File: src/gpio_pkg.sv
// Constants shared by the multi-port GPIO block: register indices, fields, resets
// Functional notes
// - Direction bit 1 floats pin, 0 drives
// - Reset sets every implemented direction bit
// - First port bit 4 open-drain only
// - First port bit 4 feeds timer clock
// - Option bit 7 cleared enables pull-ups
// - Output pins never get a pull-up
// - Option resets to all ones, pull-ups off
// - Only input pins take part in compare
// - OR upper mismatches into change flag bit 0
// - Mismatch keeps setting the change flag
// - Second port access refreshes compare value
// - Port change wakes device from sleep
// - Second port bit 0 is edge interrupt
// - Enabled peripheral overrides third port direction
// - Peripheral output enable only while selected
// - Mode bit turns fourth port parallel slave
// - Unimplemented bits read as zero
// - Read returns pins, write loads latch
// - Analog pins after reset read zero
// - Mode select 1 slave port, 0 GPIO
package gpio_pkg;
    // Register indices; byte address is four times the index
    localparam logic [7:0] IDX_FIRST_DATA = 8'h05;
    localparam logic [7:0] IDX_SECOND_DATA = 8'h06;
    localparam logic [7:0] IDX_THIRD_DATA = 8'h07;
    localparam logic [7:0] IDX_FOURTH_DATA = 8'h08;
    localparam logic [7:0] IDX_INT_CONTROL = 8'h0B;
    localparam logic [7:0] IDX_OPTION = 8'h81;
    localparam logic [7:0] IDX_FIRST_DIR = 8'h85;
    localparam logic [7:0] IDX_SECOND_DIR = 8'h86;
    localparam logic [7:0] IDX_THIRD_DIR = 8'h87;
    localparam logic [7:0] IDX_FOURTH_DIR = 8'h88;
    localparam logic [7:0] IDX_FIFTH_DIR_STATUS = 8'h89;
    localparam logic [7:0] IDX_ANALOG_CONFIG = 8'h9F;
    // Reset values
    localparam logic [7:0] RST_OPTION = 8'hFF;
    localparam logic [5:0] RST_FIRST_DIR = 6'h3F;
    localparam logic [7:0] RST_PORT_DIR = 8'hFF;
    localparam logic [7:0] RST_FIFTH_DIR_STATUS = 8'h07;
    localparam logic [2:0] RST_ANALOG_CONFIG = 3'h0;
    // Field positions
    localparam int OPT_PULLUP_DISABLE_N = 7;
    localparam int OPT_EXT_INT_EDGE = 6;
    localparam int OPT_TIMER_EXT_CLK = 5;
    localparam int INTC_PORT_CHANGE = 0;
    localparam int INTC_EXT_INT = 1;
    localparam int FIFTH_PSP_MODE = 4;
    localparam int FIFTH_OVERFLOW = 5;
    localparam int FIRST_TIMER_PIN = 4;
    localparam int SECOND_EXT_INT_PIN = 0;
    // Bus answers
    localparam logic [1:0] RESP_OKAY = 2'h0;
    localparam logic [1:0] RESP_SLVERR = 2'h2;
endpackage : gpio_pkg

File: src/gpio_block.sv
// Multi-port GPIO block with AXI4-Lite register access
`timescale 1ns/1ps
`default_nettype none
module gpio_block
    import gpio_pkg::*;
#(
    parameter int ADDR_W = 10
) (
    // Clock and reset
    input wire logic aclk,
    input wire logic aresetn,
    // AXI4-Lite write address and data
    input wire logic [ADDR_W-1:0] s_axi_awaddr,
    input wire logic s_axi_awvalid,
    output logic s_axi_awready,
    input wire logic [31:0] s_axi_wdata,
    input wire logic [3:0] s_axi_wstrb,
    input wire logic s_axi_wvalid,
    output logic s_axi_wready,
    // AXI4-Lite write response
    output logic [1:0] s_axi_bresp,
    output logic s_axi_bvalid,
    input wire logic s_axi_bready,
    // AXI4-Lite read
    input wire logic [ADDR_W-1:0] s_axi_araddr,
    input wire logic s_axi_arvalid,
    output logic s_axi_arready,
    output logic [31:0] s_axi_rdata,
    output logic [1:0] s_axi_rresp,
    output logic s_axi_rvalid,
    input wire logic s_axi_rready,
    // First port pins
    input wire logic [5:0] first_port_in,
    output logic [5:0] first_port_out,
    output logic [5:0] first_port_oe,
    // Second port pins
    input wire logic [7:0] second_port_in,
    output logic [7:0] second_port_out,
    output logic [7:0] second_port_oe,
    output logic [7:0] second_port_pullup_en,
    // Third port pins and peripheral override
    input wire logic [7:0] third_port_in,
    output logic [7:0] third_port_out,
    output logic [7:0] third_port_oe,
    input wire logic [7:0] third_periph_sel,
    input wire logic [7:0] third_periph_drive,
    input wire logic [7:0] third_periph_out,
    // Fourth port pins
    input wire logic [7:0] fourth_port_in,
    output logic [7:0] fourth_port_out,
    output logic [7:0] fourth_port_oe,
    // Status toward the rest of the core
    output logic parallel_slave_mode,
    output logic [5:0] analog_pin_enable,
    output logic timer_clock_out,
    output logic port_change_flag,
    output logic ext_int_flag,
    output logic wake_request
);
    // Analog pins of the first port for a config code; bit 4 is never analog
    function automatic logic [5:0] analog_mask(input logic [2:0] cfg);
        logic [5:0] m;
        m = 6'h00;
        if (cfg == 3'h0) begin
            m = 6'h2F;
        end else if (cfg == 3'h4 || cfg == 3'h5) begin
            m = 6'h0B;
        end else if (cfg == 3'h6 || cfg == 3'h7) begin
            m = 6'h00;
        end else begin
            m = 6'h2F;
        end
        return m;
    endfunction : analog_mask

    // True for every register index the block answers
    function automatic logic is_mapped(input logic [7:0] idx);
        return idx == IDX_FIRST_DATA || idx == IDX_SECOND_DATA || idx == IDX_THIRD_DATA ||
               idx == IDX_FOURTH_DATA || idx == IDX_INT_CONTROL || idx == IDX_OPTION ||
               idx == IDX_FIRST_DIR || idx == IDX_SECOND_DIR || idx == IDX_THIRD_DIR ||
               idx == IDX_FOURTH_DIR || idx == IDX_FIFTH_DIR_STATUS || idx == IDX_ANALOG_CONFIG;
    endfunction : is_mapped

    // Register file
    logic [5:0] first_port_data_q; // Output latches
    logic [7:0] second_port_data_q;
    logic [7:0] third_port_data_q;
    logic [7:0] fourth_port_data_q;
    logic [5:0] first_port_direction_q; // 1 = input
    logic [7:0] second_port_direction_q;
    logic [7:0] third_port_direction_q;
    logic [7:0] fourth_port_direction_q;
    logic [7:0] option_control_q;
    logic [2:0] analog_pin_config_field_q;
    logic parallel_slave_mode_select_q;
    logic input_buffer_overflow_q;
    logic [2:0] fifth_port_direction_q;
    logic port_change_flag_q;
    logic ext_int_flag_q;
    // Synchronised pin levels
    logic [5:0] first_level;
    logic [7:0] second_level;
    logic [7:0] third_level;
    logic [7:0] fourth_level;
    // Change detect state
    logic [3:0] change_last_q; // Value captured at last second-port access
    logic change_mismatch;
    logic ext_prev_q;
    logic ext_edge;
    // Bus handshake state
    logic aw_held_q;
    logic w_held_q;
    logic [7:0] wr_idx_q;
    logic [7:0] wr_data_q;
    logic wr_lane_q;
    logic wr_do;
    logic ar_fire;
    logic [7:0] rd_idx;
    logic bvalid_q;
    logic [1:0] bresp_q;
    logic rvalid_q;
    logic [1:0] rresp_q;
    logic [31:0] rdata_q;
    logic [7:0] rd_word;

    // Pins are synchronised before any read or compare
    pin_sync #(.WIDTH(6)) u_sync_first (.aclk(aclk), .aresetn(aresetn), .pin_raw(first_port_in),
        .pin_level(first_level));
    pin_sync #(.WIDTH(8)) u_sync_second (.aclk(aclk), .aresetn(aresetn), .pin_raw(second_port_in),
        .pin_level(second_level));
    pin_sync #(.WIDTH(8)) u_sync_third (.aclk(aclk), .aresetn(aresetn), .pin_raw(third_port_in),
        .pin_level(third_level));
    pin_sync #(.WIDTH(8)) u_sync_fourth (.aclk(aclk), .aresetn(aresetn), .pin_raw(fourth_port_in),
        .pin_level(fourth_level));

    // Write channel: address and data accepted in either order
    assign s_axi_awready = !aw_held_q && !bvalid_q;
    assign s_axi_wready = !w_held_q && !bvalid_q;
    assign wr_do = aw_held_q && w_held_q && !bvalid_q;

    // Hold address and data until both are in
    always_ff @(posedge aclk) begin
        if (!aresetn) begin
            aw_held_q <= 1'b0;
            w_held_q <= 1'b0;
            wr_idx_q <= 8'h00;
            wr_data_q <= 8'h00;
            wr_lane_q <= 1'b0;
        end else begin
            if (s_axi_awvalid && s_axi_awready) begin
                aw_held_q <= 1'b1;
                wr_idx_q <= s_axi_awaddr[9:2];
            end else if (wr_do) begin
                aw_held_q <= 1'b0;
            end
            if (s_axi_wvalid && s_axi_wready) begin
                w_held_q <= 1'b1;
                wr_data_q <= s_axi_wdata[7:0];
                wr_lane_q <= s_axi_wstrb[0];
            end else if (wr_do) begin
                w_held_q <= 1'b0;
            end
        end
    end

    // Write response; unmapped index answers SLVERR
    always_ff @(posedge aclk) begin
        if (!aresetn) begin
            bvalid_q <= 1'b0;
            bresp_q <= RESP_OKAY;
        end else if (wr_do) begin
            bvalid_q <= 1'b1;
            bresp_q <= is_mapped(wr_idx_q) ? RESP_OKAY : RESP_SLVERR;
        end else if (s_axi_bready) begin
            bvalid_q <= 1'b0;
        end
    end

    assign s_axi_bvalid = bvalid_q;
    assign s_axi_bresp = bresp_q;

    // Register writes; only byte lane 0 carries data
    always_ff @(posedge aclk) begin
        if (!aresetn) begin
            first_port_data_q <= 6'h00;
            second_port_data_q <= 8'h00;
            third_port_data_q <= 8'h00;
            fourth_port_data_q <= 8'h00;
        end else if (wr_do && wr_lane_q) begin
            // A port write lands in the latch, never on the pin directly
            if (wr_idx_q == IDX_FIRST_DATA) begin
                first_port_data_q <= wr_data_q[5:0];
            end else if (wr_idx_q == IDX_SECOND_DATA) begin
                second_port_data_q <= wr_data_q;
            end else if (wr_idx_q == IDX_THIRD_DATA) begin
                third_port_data_q <= wr_data_q;
            end else if (wr_idx_q == IDX_FOURTH_DATA) begin
                fourth_port_data_q <= wr_data_q;
            end
        end
    end

    // Direction, option and configuration registers
    always_ff @(posedge aclk) begin
        if (!aresetn) begin
            first_port_direction_q <= RST_FIRST_DIR;
            second_port_direction_q <= RST_PORT_DIR;
            third_port_direction_q <= RST_PORT_DIR;
            fourth_port_direction_q <= RST_PORT_DIR;
            fifth_port_direction_q <= RST_FIFTH_DIR_STATUS[2:0];
            option_control_q <= RST_OPTION;
            analog_pin_config_field_q <= RST_ANALOG_CONFIG;
            parallel_slave_mode_select_q <= RST_FIFTH_DIR_STATUS[FIFTH_PSP_MODE];
            input_buffer_overflow_q <= RST_FIFTH_DIR_STATUS[FIFTH_OVERFLOW];
        end else if (wr_do && wr_lane_q) begin
            if (wr_idx_q == IDX_FIRST_DIR) begin
                first_port_direction_q <= wr_data_q[5:0];
            end else if (wr_idx_q == IDX_SECOND_DIR) begin
                second_port_direction_q <= wr_data_q;
            end else if (wr_idx_q == IDX_THIRD_DIR) begin
                // Stores what software wrote; override acts only on the pins
                third_port_direction_q <= wr_data_q;
            end else if (wr_idx_q == IDX_FOURTH_DIR) begin
                fourth_port_direction_q <= wr_data_q;
            end else if (wr_idx_q == IDX_FIFTH_DIR_STATUS) begin
                fifth_port_direction_q <= wr_data_q[2:0];
                parallel_slave_mode_select_q <= wr_data_q[FIFTH_PSP_MODE];
                input_buffer_overflow_q <= wr_data_q[FIFTH_OVERFLOW];
            end else if (wr_idx_q == IDX_OPTION) begin
                option_control_q <= wr_data_q;
            end else if (wr_idx_q == IDX_ANALOG_CONFIG) begin
                analog_pin_config_field_q <= wr_data_q[2:0];
            end
        end
    end

    // Read path: pins for ports, zeros in unimplemented bits
    assign rd_idx = s_axi_araddr[9:2];
    assign ar_fire = s_axi_arvalid && s_axi_arready;
    assign s_axi_arready = !rvalid_q;

    // Read data mux
    always_comb begin
        rd_word = 8'h00;
        if (rd_idx == IDX_FIRST_DATA) begin
            rd_word = {2'b00, first_level & ~analog_pin_enable};
        end else if (rd_idx == IDX_SECOND_DATA) begin
            rd_word = second_level;
        end else if (rd_idx == IDX_THIRD_DATA) begin
            rd_word = third_level;
        end else if (rd_idx == IDX_FOURTH_DATA) begin
            rd_word = fourth_level;
        end else if (rd_idx == IDX_INT_CONTROL) begin
            rd_word = {6'h00, ext_int_flag_q, port_change_flag_q};
        end else if (rd_idx == IDX_OPTION) begin
            rd_word = option_control_q;
        end else if (rd_idx == IDX_FIRST_DIR) begin
            rd_word = {2'b00, first_port_direction_q};
        end else if (rd_idx == IDX_SECOND_DIR) begin
            rd_word = second_port_direction_q;
        end else if (rd_idx == IDX_THIRD_DIR) begin
            rd_word = third_port_direction_q;
        end else if (rd_idx == IDX_FOURTH_DIR) begin
            rd_word = fourth_port_direction_q;
        end else if (rd_idx == IDX_FIFTH_DIR_STATUS) begin
            // Buffer full flags stay clear: the slave handshake is not built
            rd_word = {2'b00, input_buffer_overflow_q, parallel_slave_mode_select_q, 1'b0,
                fifth_port_direction_q};
        end else if (rd_idx == IDX_ANALOG_CONFIG) begin
            rd_word = {5'h00, analog_pin_config_field_q};
        end
    end

    // Read answer one cycle after the address is taken
    always_ff @(posedge aclk) begin
        if (!aresetn) begin
            rvalid_q <= 1'b0;
            rresp_q <= RESP_OKAY;
            rdata_q <= 32'h0000_0000;
        end else if (ar_fire) begin
            rvalid_q <= 1'b1;
            rresp_q <= is_mapped(rd_idx) ? RESP_OKAY : RESP_SLVERR;
            rdata_q <= {24'h00_0000, rd_word};
        end else if (s_axi_rready) begin
            rvalid_q <= 1'b0;
        end
    end

    assign s_axi_rvalid = rvalid_q;
    assign s_axi_rresp = rresp_q;
    assign s_axi_rdata = rdata_q;

    // First port: bit 4 pulls low or floats, others push-pull
    always_comb begin
        first_port_out = first_port_data_q;
        first_port_oe = ~first_port_direction_q;
        first_port_out[FIRST_TIMER_PIN] = 1'b0;
        first_port_oe[FIRST_TIMER_PIN] = ~first_port_direction_q[FIRST_TIMER_PIN] &
            ~first_port_data_q[FIRST_TIMER_PIN];
    end

    // Timer external clock taken from the open-drain pin
    assign timer_clock_out = option_control_q[OPT_TIMER_EXT_CLK] & first_level[FIRST_TIMER_PIN];
    assign analog_pin_enable = analog_mask(analog_pin_config_field_q);

    // Second port drivers and pull-ups
    assign second_port_out = second_port_data_q;
    assign second_port_oe = ~second_port_direction_q;
    // Pull-ups on only for inputs and only while the global bit is low
    assign second_port_pullup_en = {8{~option_control_q[OPT_PULLUP_DISABLE_N]}} & second_port_direction_q;

    // Third port: a selected peripheral owns direction and data
    assign third_port_out = (third_periph_sel & third_periph_out) | (~third_periph_sel & third_port_data_q);
    assign third_port_oe = (third_periph_sel & third_periph_drive) |
        (~third_periph_sel & ~third_port_direction_q);

    // Fourth port: slave-port mode releases the GPIO drivers
    assign parallel_slave_mode = parallel_slave_mode_select_q;
    assign fourth_port_out = fourth_port_data_q;
    assign fourth_port_oe = parallel_slave_mode_select_q ? 8'h00 : ~fourth_port_direction_q;

    // Mismatch of upper input pins against last captured value
    assign change_mismatch = |((second_level[7:4] ^ change_last_q) & second_port_direction_q[7:4]);

    // Any second-port read or write refreshes the compare value
    always_ff @(posedge aclk) begin
        if (!aresetn) begin
            change_last_q <= second_level[7:4]; // No spurious mismatch at release
        end else if ((ar_fire && rd_idx == IDX_SECOND_DATA) || (wr_do && wr_idx_q == IDX_SECOND_DATA)) begin
            change_last_q <= second_level[7:4];
        end
    end

    // External interrupt edge: option bit 6 high picks rising
    always_ff @(posedge aclk) begin
        if (!aresetn) begin
            ext_prev_q <= second_level[SECOND_EXT_INT_PIN]; // Matches the pin, no false edge
        end else begin
            ext_prev_q <= second_level[SECOND_EXT_INT_PIN];
        end
    end

    assign ext_edge = option_control_q[OPT_EXT_INT_EDGE] ?
        (second_level[SECOND_EXT_INT_PIN] & ~ext_prev_q) :
        (~second_level[SECOND_EXT_INT_PIN] & ext_prev_q);

    // Event flags; writing 0 clears, a set in the same cycle wins
    always_ff @(posedge aclk) begin
        if (!aresetn) begin
            port_change_flag_q <= 1'b0;
            ext_int_flag_q <= 1'b0;
        end else begin
            if (change_mismatch) begin
                port_change_flag_q <= 1'b1;
            end else if (wr_do && wr_lane_q && wr_idx_q == IDX_INT_CONTROL && !wr_data_q[INTC_PORT_CHANGE]) begin
                port_change_flag_q <= 1'b0;
            end
            if (ext_edge) begin
                ext_int_flag_q <= 1'b1;
            end else if (wr_do && wr_lane_q && wr_idx_q == IDX_INT_CONTROL && !wr_data_q[INTC_EXT_INT]) begin
                ext_int_flag_q <= 1'b0;
            end
        end
    end

    assign port_change_flag = port_change_flag_q;
    assign ext_int_flag = ext_int_flag_q;
    // Wake needs no clock gating here; sleep logic samples this level
    assign wake_request = port_change_flag_q;
endmodule : gpio_block
`default_nettype wire

File: src/pin_sync.sv
// Three-stage pin synchroniser with agreement filter
`timescale 1ns/1ps
`default_nettype none
module pin_sync #(
    parameter int WIDTH = 8
) (
    // Clock and reset
    input wire logic aclk,
    input wire logic aresetn,
    // Raw pins and filtered level
    input wire logic [WIDTH-1:0] pin_raw,
    output logic [WIDTH-1:0] pin_level
);
    logic [WIDTH-1:0] s1_q; // Only read by s2_q, catches metastability
    logic [WIDTH-1:0] s2_q;
    logic [WIDTH-1:0] s3_q;
    logic [WIDTH-1:0] level_q;

    // Shift chain, one stage per edge; runs through reset so the level is settled at release
    always_ff @(posedge aclk) begin
        s1_q <= pin_raw;
        s2_q <= s1_q;
        s3_q <= s2_q;
    end

    // A bit changes only once stages two and three agree
    always_ff @(posedge aclk) begin
        if (!aresetn) begin
            level_q <= s3_q; // Tracks the pin, so no false edge after reset
        end else begin
            for (int i = 0; i < WIDTH; i++) begin
                if (s2_q[i] == s3_q[i]) begin
                    level_q[i] <= s3_q[i];
                end
            end
        end
    end

    assign pin_level = level_q;
endmodule : pin_sync
`default_nettype wire

File: config.mk
export PLATFORM = sky130hd
export DESIGN_NAME = gpio_block
export DESIGN_NICKNAME = d
export VERILOG_FILES = /design/src/gpio_pkg.sv /design/src/gpio_block.sv /design/src/pin_sync.sv
export SDC_FILE = /design/constraint.sdc
export NUM_CORES = 1
export LEC_CHECK = 0
export BUFFER_PORTS_ARGS = -buffer_cell sky130_fd_sc_hd__clkbuf_2
export CORE_ASPECT_RATIO = 1.4
export CORE_MARGIN = 2
export CORE_UTILIZATION = 55
export DETAILED_ROUTE_END_ITERATION = 10
export GPL_ROUTABILITY_DRIVEN = 0
export PLACE_DENSITY = 0.83
export REMOVE_ABC_BUFFERS = 1
export SLEW_MARGIN = 40
export SYNTH_ARGS = -nofsm -noshare
export SYNTH_HDL_FRONTEND = slang
export SYNTH_SLANG_ARGS = --single-unit
File: constraint.sdc
create_clock -name aclk -period 3 [get_ports aclk]
set_input_delay 0 -clock aclk [delete_from_list [all_inputs] [get_ports aclk]]
set_output_delay 0 -clock aclk [all_outputs]
set_load 0.01 [all_outputs]
=== Yosys cells after proc, flatten, opt, wreduce, memory -nomap -nowiden ===
Cells that the tools add are included.

* Muxes and demuxes: 66
* Reductions and logical operators: 63
* Bitwise gates (word level): 34
* Eq/ne operators: 89

{| class="wikitable"
|+ Operator list
! cell !! count
|-
| == test 8 bit, second input constant || 14
|-
| 2-to-1 mux 8 bit || 14
|-
| != test 2 x 1 -> 1 bit, second input constant || 31
|-
| == test 8 x 3 -> 1 bit, second input constant || 6
|-
| 2-to-1 mux 1 bit || 42
|-
| AND 8 bit || 5
|-
| == test 8 x 4 -> 1 bit, second input constant || 4
|-
| NOT 8 bit || 4
|-
| == test 1 bit || 30
|-
| 2-to-1 mux 6 bit || 5
|-
| logical OR 1 bit || 25
|-
| bitwise OR 8 bit || 2
|-
| NOT 1 bit || 14
|-
| logical AND 1 bit || 13
|-
| == test 3 bit, second input constant || 4
|-
| NOT 6 bit || 2
|-
| nonzero test 2 bit || 6
|-
| AND reduction 5 bit || 2
|-
| 2-to-1 mux 4 bit || 2
|-
| AND reduction 4 bit || 2
|-
| AND reduction 8 bit || 1
|-
| AND reduction 7 bit || 1
|-
| AND 6 bit || 1
|-
| zero test 1 bit || 6
|-
| other kinds (10) || 16
|}

* Register bits after elaboration: 236
* Input port bits: 117
* Output and inout port bits: 120

=== Logic depth before layout (Yosys ltp) ===
Gate-level depths: netlist (run 1).

* Depth after elaboration: 13
* Gate-level depth with buffers: 7
* Depth with buffers taken out: 5

=== Hierarchy ===
A second synthesis (run 1) with hierarchy kept.

* Cells, all modules: 890
* Area total of the unflattened synthesis: 9115.0 µm²

{| class="wikitable"
|+ Modules (own cells, without submodules)
! module !! area an instance (µm²) !! cells each !! times used !! seq. area each (µm²)
|-
| gpio_block || 6022.0 || 707 || 1 || 2322.2
|-
| pin_sync (u_sync_fourth ...) || 825.8 || 49 || 3 || 720.7
|-
| pin_sync (u_sync_first) || 615.6 || 36 || 1 || 540.5
|}

=== Worst setup path after synthesis (run 1) ===
No wires, ideal clock.

* Path type: reg2reg
* Start: reg bvalid_q, in the netlist s_axi_bvalid
* End: reg fifth_port_direction_q[0]
* Arrival time: 1.785 ns
* Data required time: 2.871 ns
* Cell stages (with the launch flop): 8
* Slack: 1.085 ns
* Cell sequence: dfxtp_1 > and3b_1 > buf_2 > nand4_1 > buf_2 > nor3_2 > mux2i_1 > nand2_1

* Longest elaborated chain between the ends: 4

{| class="wikitable"
|+ RTL lines
! what !! RTL line !! text
|-
| start: declaration || gpio_block.sv:119 || <nowiki>logic bvalid_q;</nowiki>
|-
| start signal: assignment || gpio_block.sv:169 || <nowiki>bvalid_q <= 1'b0;</nowiki>
|-
| start signal: assignment || gpio_block.sv:172 || <nowiki>bvalid_q <= 1'b1;</nowiki>
|-
| start signal: assignment || gpio_block.sv:175 || <nowiki>bvalid_q <= 1'b0;</nowiki>
|-
| zero test 1 bit || gpio_block.sv:139 || <nowiki>assign wr_do = aw_held_q && w_held_q && !bvalid_q;</nowiki>
|-
| logical AND 1 bit || gpio_block.sv:139 ||
|-
| logical AND 1 bit || gpio_block.sv:215 || <nowiki>end else if (wr_do && wr_lane_q) begin</nowiki>
|-
| AND reduction 6 bit (no line) || n/a ||
|-
| end signal: assignment || gpio_block.sv:210 || <nowiki>fifth_port_direction_q <= RST_FIFTH_DIR_STATUS[2:0];</nowiki>
|-
| end signal: assignment || gpio_block.sv:226 || <nowiki>fifth_port_direction_q <= wr_data_q[2:0];</nowiki>
|-
| end: declaration || gpio_block.sv:97 || <nowiki>logic [2:0] fifth_port_direction_q;</nowiki>
|}

No other way between the ends.
A chain may end at the register's enable or synchronous reset.

=== Worst setup path after layout (run 1) ===
* Start: reg bvalid_q, in the netlist s_axi_bvalid
* End: reg wr_idx_q[0]

* Longest elaborated chain between the ends: 3

{| class="wikitable"
|+ RTL lines
! what !! RTL line !! text
|-
| zero test 1 bit || gpio_block.sv:137 || <nowiki>assign s_axi_awready = !aw_held_q && !bvalid_q;</nowiki>
|-
| logical AND 1 bit || gpio_block.sv:137 ||
|-
| logical AND 1 bit || gpio_block.sv:150 || <nowiki>if (s_axi_awvalid && s_axi_awready) begin</nowiki>
|-
| end signal: assignment || gpio_block.sv:152 || <nowiki>wr_idx_q <= s_axi_awaddr[9:2];</nowiki>
|-
| end: declaration || gpio_block.sv:113 || <nowiki>logic [7:0] wr_idx_q;</nowiki>
|}

No other way between the ends.

==> results of run 1 <==
-- cell usage after synthesis (all sizes together), types with 8 or more instances --
master	instances	area (um^2)
xor2	30	263
mux2	8	90.1
nand3	27	135
clkbuf	43	161
a21oi	53	265
o211ai	15	113
o21ai	47	235
dfxtp	200	4000
mux2i	50	500
nand4	8	50.1
inv	23	86.3
buf	50	342
nor2	63	239
nor3	11	75.1
nand2b	12	77.6
nand2	158	593
edfxtp	34	1020
-- worst max-delay path: stages, from the launching register on --
cell           delay [ns]
dfxtp_1              0.35
nor2_1               0.22
and2_1               0.34
nand2_1              0.09
dlygate4sd3_1        0.59
a21oi_1              0.18
dlygate4sd3_1        0.59
-- cell type report --
cell class / count / area share, %
timing repair buffer: 258 / 15.0
inverter: 23 / 0.771
clock buffer: 29 / 5.69
clock inverter: 8 / 0.603
sequential: 234 / 44.9
tap: 199 / 2.22
multi-input combinational: 599 / 30.9
-- through the flow --
stage	area, um^2	setup slack, ns	instances	total power [W]
6_report	11200	0.574	1350	0.00662
5_1_grt	11200	0.435	1350	0.00687
4_1_cts	11200	0.720	1350	0.00666
3_5_place_dp	9800	0.749	1244	0.00390
3_3_place_gp	9800	0.795	1244	0.00389
2_1_floorplan	8560	0.669	856	0.00369
-- logic make-up (layout without fill, tap and decap cells) --
group / count (synthesis) / in the layout
and+or+nand+nor: 313 / 313
DFF: 234 / 234
AOI/OAI and AO/OA: 166 / 166
buffers and inverters: 116 / 318
muxes: 58 / 58
xor gates and xnor gates: 34 / 34
other: 1 / 28
-- layer usage --
metal	vias to the layer above	part of all wire [%]
li1	3530	-
met5	-	0
met3	74	8.1
met2	379	51
met1	3418	37
met4	0	4.2
-- report_power, final --
part           leakage, nW  internal [W]  switching [W]  total (W)
Sequential            2.00       0.00333       0.000108    0.00343
Clock                0.353       0.00157        0.00113    0.00270
Combinational         2.47      0.000226       0.000262   0.000489
-- final timing paths --
kind                                 start                       endpoint  slack, ns  cells past startpoint
max              s_axi_bvalid$_SDFFE_PN0P_       wr_idx_q[0]$_SDFFE_PN0P_       0.57                      6
min                           s_axi_wvalid          w_held_q$_SDFFE_PN0P_      0.002                      3
max reg2reg      s_axi_bvalid$_SDFFE_PN0P_       wr_idx_q[0]$_SDFFE_PN0P_       0.57                      6
min reg2reg  u_sync_second.s1_q[1]$_DFF_P_  u_sync_second.s2_q[1]$_DFF_P_       0.32                      0
-- timing repair --
item                                    CTS  global route
buffers inserted                          0             0
endpoints found under the hold margin    54             0
endpoints found under the setup margin    0             0
hold buffers                             69             0
==> reports/qor.txt, run 1 <==
TNS Setup -> 0 ns
antenna cells -> 0
Sink Count -> 234
CORE AREA -> 0.0160 mm^2
Worst Hold Slack -> 0.00247 ns
Worst Setup End Kind -> flop
max cap viols -> 0
XOR/XNOR Fraction of Synth Area -> 3.32%
post-synth cell types -> 63
Slew @ Worst Pin -> 0.835 ns
Max Transition Viols Final -> 0
f_max -> 412 MHz
P_leak -> 4.82 nW
met3 usage -> 4.29%
Worst-Skew Late Latency -> 0.50 ns
Final Util -> 69.9%
register area share after synthesis -> 56.1%
GRT met1 Usage -> 29.0%
DIE HEIGHT -> 155 um
mux share of post-synthesis cell area -> 6.59%
port buffer count -> 177
first-pass GRT wire length -> 34.9 mm
Die X -> 112 um
WL per Instance -> 16.4 um
Final setup viols -> 0
simple-gate share of the synthesized area -> 16.0%
Post-DRT Antenna Nets -> 0
worst hold-check path type -> input pin to flop
Seq cells post-synth -> 234
Mean Syn Cell Area -> 9.72 um^2
met2 usage -> 44.2%
CP arrival -> 2.86 ns
Worst-path clk slew -> 0.06 ns
Initial Util -> 55.9%
clk buf depth -> 3
Syn-to-layout area delta -> 25.0%
CTS root buf -> clkbuf_16
CP max FO -> 8
complex-gate fraction of the synthesized area -> 11.4%
area of the multi-input gates -> 0.00346 mm^2
GRT Total Usage -> 24.8%
pwr dens -> 591 mW/mm^2
routed vias/inst -> 5.48
share of layout cells above drive strength 1 -> 21.4%
unrepaired setup endpoints after global routing -> no
fin nets -> 1254
FF+latch area -> 0.00502 mm^2
router iterations before antenna repair -> 6
worst path required time -> 3.44 ns
initial antenna violation count -> 0
adder-cell share of the synthesized area -> 0%
crit path launch type -> flop
CTS resizes -> 0
Final min period -> 2.43 ns
H-tree levels -> 1
Rel. slew slack -> 44.0%
Iter 0 DRT Violations -> 667
most common cell after layout, fill and taps aside -> dfxtp_1
Detailed Route WL -> 22.1 mm
synthesized netlist cell count -> 922
hpwl dp -> 14.9 mm
CTS tree -> done
Syn. warnings -> 0
Setup Skew -> 0.00670 ns
full die area -> 0.0173 mm^2
I/O pin count -> 237
mapped cell area -> 0.00896 mm^2
total vias in the final route -> 7401
DRC -> 0
num rows -> 55
FILL cells -> 1161
worst vdd ir -> 0.520 mV
Final Hold Viols -> 0
largest net degree at the start of global routing -> 62
ys async rst share -> 0%
largest family of logic cells by synthesized area -> simple AND/OR/NAND/NOR gates
number of synthesized flops with an enable pin -> 34
post-route clock period utilization -> 80.9%
most frequent cells in the layout -> dfxtp_1, clkbuf_2, nand2_1
global route hottest layer -> met2
vias in the first global route -> 6844
Most used DFF post-synth -> dfxtp_1
critical path class -> flop to flop
grt ovf -> 0
number of CTS-inserted buffers -> 21
outcome -> completed
Power figures use the tool's default switching activity.
==> run 2: changes to the inputs <==
--- a/config.mk
+++ b/config.mk
@@ -8,10 +8,10 @@
 export BUFFER_PORTS_ARGS = -buffer_cell sky130_fd_sc_hd__clkbuf_2
 export CORE_ASPECT_RATIO = 1.4
 export CORE_MARGIN = 2
-export CORE_UTILIZATION = 55
+export CORE_UTILIZATION = 52
 export DETAILED_ROUTE_END_ITERATION = 10
 export GPL_ROUTABILITY_DRIVEN = 0
-export PLACE_DENSITY = 0.83
+export PLACE_DENSITY = 0.79
 export REMOVE_ABC_BUFFERS = 1
 export SLEW_MARGIN = 40
 export SYNTH_ARGS = -nofsm -noshare
==> constraint.sdc (replaced) <==
create_clock -name aclk -period 2.3 [get_ports aclk]
set_input_delay 0 -clock aclk [delete_from_list [all_inputs] [get_ports aclk]]
set_output_delay 0 -clock aclk [all_outputs]
set_load 0.01 [all_outputs]
==> run 2 against run 1 <==
Net effect:
- core utilization fell by 2.2 points
- sequential power grew 30%
- die area rose by 5.6%
- critical endpoint is now wr_idx_q[6]$_SDFFE_PN0P_
- register-to-register slack worse by 0.48 ns
- final cell count is 1.6% higher
- sequential share of layout area is 0.71 points lower
- final area grew 1.6%
- clock-buffer cell count is 2 higher
==> reports/qor.txt, run 2 (synthesis gave the netlist of run 1 again) <==
CP top delay family -> buffers and inverters (unchanged)
hpwl dp -> 15.5 mm (was 14.9 mm)
share of layout cells above drive strength 1 -> 22.5% (was 21.4%)
worst vdd ir -> 0.773 mV (was 0.520 mV)
Worst-Skew Late Latency -> 0.50 ns (about the same)
first-pass GRT wire length -> 36.0 mm (was 34.9 mm)
Sw Share -> 22.3% (was 22.6%)
Worst Setup End Kind -> flop (unchanged)
Worst Hold Launch -> s_axi_wvalid (unchanged)
CP max-delay cell -> dlygate4sd3_1 (unchanged)
Largest stage delay, worst path -> 0.58 ns (was 0.59 ns)
hold path depth -> 3 (unchanged)
Setup Skew -> 0.0121 ns (was 0.00670 ns)
worst path required time -> 2.75 ns (was 3.44 ns)
worst reg-to-reg path cell count -> 6 (unchanged)
Sink Count -> 234 (unchanged)
Most Frequent Cell on Critical Path -> dlygate4sd3_1 (unchanged)
initial antenna violation count -> 0 (unchanged)
Final Util -> 67.7% (was 69.9%)
Non-Filler Instances -> 1372 (was 1350)
Detailed Route WL -> 22.8 mm (was 22.1 mm)
Slew @ Worst Pin -> 0.676 ns (was 0.835 ns)
critical path class -> flop to flop (unchanged)
CORE AREA -> 0.0168 mm^2 (was 0.0160 mm^2)
r2r endpoint -> wr_idx_q[6]$_SDFFE_PN0P_ (was wr_idx_q[0]$_SDFFE_PN0P_)
CP max FO -> 8 (unchanged)
number of CTS-inserted buffers -> 22 (was 21)
GRT Total Usage -> 24.5% (was 24.8%)
Final Hold Viols -> 0 (unchanged)
fin nets -> 1270 (was 1254)
internal power -> 0.00692 W (was 0.00512 W)
clock share of power -> 42.4% (was 40.7%)
CP arrival -> 2.66 ns (was 2.86 ns)
CP Buf/Inv Count -> 2 (unchanged)
Placed Cells -> 1263 (was 1244)
antenna cells -> 0 (unchanged)
max cap viols -> 0 (unchanged)
CTS tree -> done (unchanged)
post-route clock period utilization -> 96.1% (was 80.9%)
power share of the sequential group -> 50.2% (was 51.9%)
total vias in the final route -> 7428 (was 7401)
Die X -> 115 um (was 112 um)
largest net degree at the start of global routing -> 34 (was 62)
port buffer count -> 177 (unchanged)
sw power -> 0.00199 W (was 0.00150 W)
f_max -> 452 MHz (was 412 MHz)
most frequent cells in the layout -> dfxtp_1, clkbuf_2, nand2_1 (unchanged)
Gate power share -> 7.4% (about the same)
vias in the first global route -> 7220 (was 6844)
P_leak -> 4.92 nW (was 4.82 nW)
DRC -> 0 (unchanged)
clk buf depth -> 3 (unchanged)
flop-to-flop setup slack -> 0.09 ns (was 0.57 ns)
router iterations before antenna repair -> 5 (was 6)
Post-DRT Antenna Nets -> 0 (unchanged)
cell chain of the critical path -> nor2_2 > and2_4 > nand2_1 > dlygate4sd3_1 > a21oi_1 > dlygate4sd3_1 (was nor2_1 > and2_1 > nand2_1 > dlygate4sd3_1 > a21oi_1 > dlygate4sd3_1)
Rel. slew slack -> 54.9% (was 44.0%)
DIE HEIGHT -> 159 um (was 155 um)
postcts setup bufs -> 0 (unchanged)
Initial Util -> 53.3% (was 55.9%)
Iter 0 DRT Violations -> 693 (was 667)
unrepaired setup endpoints after global routing -> no (unchanged)
routed vias/inst -> 5.41 (was 5.48)
Max Transition Viols Final -> 0 (unchanged)
pwr dens -> 783 mW/mm^2 (was 591 mW/mm^2)
I/O pin count -> 237 (unchanged)
CTS root buf -> clkbuf_16 (unchanged)
Final min period -> 2.21 ns (was 2.43 ns)
CP Depth -> 6 (unchanged)
worst hold-check path type -> input pin to flop (unchanged)
grt ovf -> 0 (unchanged)
crit path launch type -> flop (unchanged)
num rows -> 56 (was 55)
Worst-path clk slew -> 0.07 ns (was 0.06 ns)
most common cell after layout, fill and taps aside -> dfxtp_1 (unchanged)
Reg-to-Reg Start -> s_axi_bvalid$_SDFFE_PN0P_ (unchanged)
FILL cells -> 1272 (was 1161)
outcome -> completed (unchanged)
H-tree levels -> 1 (unchanged)
Min-Delay Endpoint -> w_held_q$_SDFFE_PN0P_ (unchanged)
Syn-to-layout area delta -> 27.0% (was 25.0%)
Final setup viols -> 0 (unchanged)
WL per Instance -> 16.6 um (was 16.4 um)
full die area -> 0.0183 mm^2 (was 0.0173 mm^2)
==> run 2: changes by cell type in the layout (fill, tap and decap cells not counted), sizes merged <==
cell,previous run,this run
clkinv,6,3
buf,12,27
clkinvlp,0,1
clkbuf,206,208
inv,24,25
bufinv,1,3
==> run 2: routing by layer <==
metal / routed length (um) / part of all wire (%) / track usage, % / vias up
met3: 1570 / 6.9 / 4.15 / 78
met2: 11700 / 51 / 43.6 / 351
met1: 8530 / 37 / 27.7 / 3437
li1: - / - / - / 3562
met4: 976 / 4.3 / 12.0 / 0
met5: 0 / 0 / 0 / -
==> run 2: final cells by class <==
cell class	count	area [um^2]	share of cell area, %
flip-flops and latches	234	5020	44.2
multi-input cells	599	3460	30.4
repair buffers	273	1790	15.7
clock buffers	31	636	5.58
well taps	203	254	2.23
clock inverters	9	130	1.14
inverters	23	86.3	0.759
==> run 2: tightest hold or removal path, delay by kind of cell <==
family / cells / cell delay, ns
compound gates: 1 / 0.11
buf+inv: 1 / 0.09
simple gates: 1 / 0.26
==> run 2: what timing repair did <==
action | in CTS | in global routing
hold buffers | 69 | 0
endpoints found under the hold margin | 56 | 0
gates resized for setup | 0 | 3
setup endpoints to repair | 0 | 8
==> run 2: metrics by stage <==
step           instance area [um^2]  hold WS, ns  setup WS [ns]  TNS (ns)  power (W)
3_5_place_dp                   9920        0.104          0.279         0    0.00510
3_3_place_gp                   9920        0.103          0.322         0    0.00508
6_report                      11400      0.00357         0.0898         0    0.00891
5_1_grt                       11400       0.0480         0.0201         0    0.00922
4_1_cts                       11400      0.00206          0.110         0    0.00896
2_1_floorplan                  8560       0.0277        -0.0309    -0.247    0.00481
==> run 2: power groups by stage <==
stage	Combinational (W)	Clock (W)	Sequential [W]
after floorplan	0.000290	0	0.00452
after detailed placement	0.000543	0	0.00456
after CTS	0.000644	0.00384	0.00447
after global routing	0.000724	0.00401	0.00449
final	0.000662	0.00378	0.00447
after global placement	0.000529	0	0.00455
==> run 2: how the worst max path moves through the flow <==
| stage | from | endpoint | slack, ns |
|---|---|---|---|
| after global routing | s_axi_bvalid$_SDFFE_PN0P_ | wr_idx_q[2]$_SDFFE_PN0P_ | 0.02 |
| after detailed placement | wr_idx_q[4]$_SDFFE_PN0P_ | option_control_q[0]$_SDFFE_PN1P_ | 0.28 |
| after floorplan | s_axi_bvalid$_SDFFE_PN0P_ | second_port_direction_q[0]$_SDFFE_PN1P_ | -0.03 |
| after CTS | s_axi_bvalid$_SDFFE_PN0P_ | wr_idx_q[5]$_SDFFE_PN0P_ | 0.11 |
| final | s_axi_bvalid$_SDFFE_PN0P_ | wr_idx_q[6]$_SDFFE_PN0P_ | 0.09 |
| after global placement | wr_idx_q[4]$_SDFFE_PN0P_ | option_control_q[1]$_SDFFE_PN1P_ | 0.32 |
==> run 3: changes to the inputs <==
--- a/config.mk
+++ b/config.mk
@@ -5,6 +5,7 @@
 export SDC_FILE = /design/constraint.sdc
 export NUM_CORES = 1
 export LEC_CHECK = 0
+export ABC_CLOCK_PERIOD_IN_PS = 2540
 export BUFFER_PORTS_ARGS = -buffer_cell sky130_fd_sc_hd__clkbuf_2
 export CORE_ASPECT_RATIO = 1.4
 export CORE_MARGIN = 2
==> constraint.sdc (replaced) <==
create_clock -name aclk -period 2.54 [get_ports aclk]
set_input_delay 0 -clock aclk [delete_from_list [all_inputs] [get_ports aclk]]
set_output_delay 0 -clock aclk [all_outputs]
set_load 0.01 [all_outputs]
==> run 3 against run 2 <==
Net effect:
- routed wire length is 1.1% lower
- worst setup slack better by 0.0012 ns
- final cell count is 0.58% lower
- critical path depth stayed put
- largest cell class unchanged
==> reports/qor.txt, run 3 (synthesis gave the netlist of run 1 again) <==
unrepaired setup endpoints after global routing -> no (unchanged)
Max Transition Viols Final -> 0 (unchanged)
total vias in the final route -> 7353 (was 7428)
most frequent cells in the layout -> dfxtp_1, clkbuf_2, nand2_1 (unchanged)
P_leak -> 4.87 nW (was 4.92 nW)
FILL cells -> 1294 (was 1272)
max cap viols -> 0 (unchanged)
TNS Setup -> 0 ns (unchanged)
Worst Setup End Kind -> flop (unchanged)
most common cell after layout, fill and taps aside -> dfxtp_1 (unchanged)
Final Util -> 67.1% (was 67.7%)
postcts setup bufs -> 0 (unchanged)
Die X -> 115 um (unchanged)
Most Frequent Cell on Critical Path -> dlygate4sd3_1 (unchanged)
Initial Util -> 53.3% (unchanged)
WL per Instance -> 16.5 um (was 16.6 um)
CP max FO -> 8 (unchanged)
CP Buf/Inv Count -> 2 (unchanged)
largest net degree at the start of global routing -> 35 (was 34)
worst hold-check path type -> input pin to flop (unchanged)
Iter 0 DRT Violations -> 636 (was 693)
Setup Skew -> 0.0145 ns (was 0.0121 ns)
CTS root buf -> clkbuf_16 (unchanged)
first-pass GRT wire length -> 35.5 mm (was 36.0 mm)
Worst Hold Slack -> 0.0962 ns (was 0.00357 ns)
Worst-path clk slew -> 0.07 ns (about the same)
CP top delay family -> buffers and inverters (unchanged)
full die area -> 0.0183 mm^2 (unchanged)
fin nets -> 1265 (was 1270)
pwr dens -> 694 mW/mm^2 (was 783 mW/mm^2)
num rows -> 56 (unchanged)
I/O pin count -> 237 (unchanged)
router iterations before antenna repair -> 5 (unchanged)
worst path required time -> 2.97 ns (was 2.75 ns)
port buffer count -> 177 (unchanged)
routed vias/inst -> 5.39 (was 5.41)
Worst-Skew Late Latency -> 0.50 ns (about the same)
outcome -> completed (unchanged)
CP arrival -> 2.88 ns (was 2.66 ns)
cell chain of the critical path -> nor2_1 > and2_1 > nand2_1 > dlygate4sd3_1 > a21oi_1 > dlygate4sd3_1 (was nor2_2 > and2_4 > nand2_1 > dlygate4sd3_1 > a21oi_1 > dlygate4sd3_1)
Syn-to-layout area delta -> 26.0% (was 27.0%)
Place WS -> 0.489 ns (was 0.279 ns)
CORE AREA -> 0.0168 mm^2 (unchanged)
Setup WS post-layout -> 0.0910 ns (was 0.0898 ns)
Rel. slew slack -> 47.8% (was 54.9%)
vias in the first global route -> 7085 (was 7220)
Largest stage delay, worst path -> 0.60 ns (was 0.58 ns)
DRC -> 0 (unchanged)
critical path class -> flop to flop (unchanged)
post-route clock period utilization -> 96.4% (was 96.1%)
hpwl dp -> 15.3 mm (was 15.5 mm)
CP max-delay cell -> dlygate4sd3_1 (unchanged)
Post-DRT Antenna Nets -> 0 (unchanged)
initial antenna violation count -> 0 (unchanged)
worst vdd ir -> 0.623 mV (was 0.773 mV)
Sink Count -> 234 (unchanged)
H-tree levels -> 1 (unchanged)
antenna cells -> 0 (unchanged)
CTS tree -> done (unchanged)
clk buf depth -> 3 (unchanged)
number of CTS-inserted buffers -> 21 (was 22)
GRT Total Usage -> 24.1% (was 24.5%)
share of layout cells above drive strength 1 -> 21.8% (was 22.5%)
Slew @ Worst Pin -> 0.782 ns (was 0.676 ns)
f_max -> 408 MHz (was 452 MHz)
Final Hold Viols -> 0 (unchanged)
Detailed Route WL -> 22.5 mm (was 22.8 mm)
Final min period -> 2.45 ns (was 2.21 ns)
grt ovf -> 0 (unchanged)
DIE HEIGHT -> 159 um (unchanged)
Final setup viols -> 0 (unchanged)
crit path launch type -> flop (unchanged)
run 3: changes by cell type in the layout (fill, tap and decap cells not counted), sizes merged:
cell	change
buf	-5
clkbuf	-7
clkinv	+5
dlygate4sd3	+1
inv	-2
run 3: metal layers:
metal  vias up  routed length (um)  global-route usage [%]
li1       3542                   -                       -
met1      3377                8550                    27.9
met2       355               11400                    42.4
met3        79                1610                    4.15
met4         0                 992                    11.4
met5         -                   0                       0
run 3: worst reg2reg max path, stage by stage, from the launching register on:
cell           delay, ns
dfxtp_1             0.36
nor2_1              0.23
and2_1              0.34
nand2_1             0.12
dlygate4sd3_1       0.57
a21oi_1             0.18
dlygate4sd3_1       0.60
run 3: path summary, 6_finish.rpt:
path / from / endpoint / slack (ns) / depth (start not counted)
setup reg to reg: s_axi_bvalid$_SDFFE_PN0P_ / wr_idx_q[1]$_SDFFE_PN0P_ / 0.09 / 6
hold reg to reg: u_sync_fourth.s1_q[7]$_DFF_P_ / u_sync_fourth.s2_q[7]$_DFF_P_ / 0.33 / 0
setup / recovery: s_axi_bvalid$_SDFFE_PN0P_ / wr_idx_q[1]$_SDFFE_PN0P_ / 0.09 / 6
hold / removal: s_axi_araddr[9] / s_axi_rdata[1]$_SDFFE_PN0P_ / 0.1 / 5
run 3: area by class of cell:
cell class	instances	area [um^2]	share of cell area [%]
multi-input combinational	599	3450	30.6
clock inverter	12	135	1.20
sequential	234	5020	44.5
tap	203	254	2.25
inverter	23	86.3	0.765
clock buffer	24	558	4.94
timing repair buffer	269	1780	15.7
run 3: power by group:
group / internal (W) / total, W / leakage (nW) / switching (W)
Sequential: 0.00393 / 0.00405 / 2.00 / 0.000122
Combinational: 0.000276 / 0.000596 / 2.53 / 0.000320
Clock: 0.00188 / 0.00319 / 0.343 / 0.00131
run 3: timing repair:
item	in CTS	in global routing
hold endpoints to repair	55	0
hold buffers	70	0
gates resized for setup	0	0
run 3: metrics by stage:
stage,cell area [um^2],power [W],instances
after floorplan,8560,0.00436,856
after global routing,11300,0.00813,1364
after CTS,11300,0.00788,1364
after global placement,9890,0.00460,1258
after detailed placement,9890,0.00462,1258
final,11300,0.00784,1364
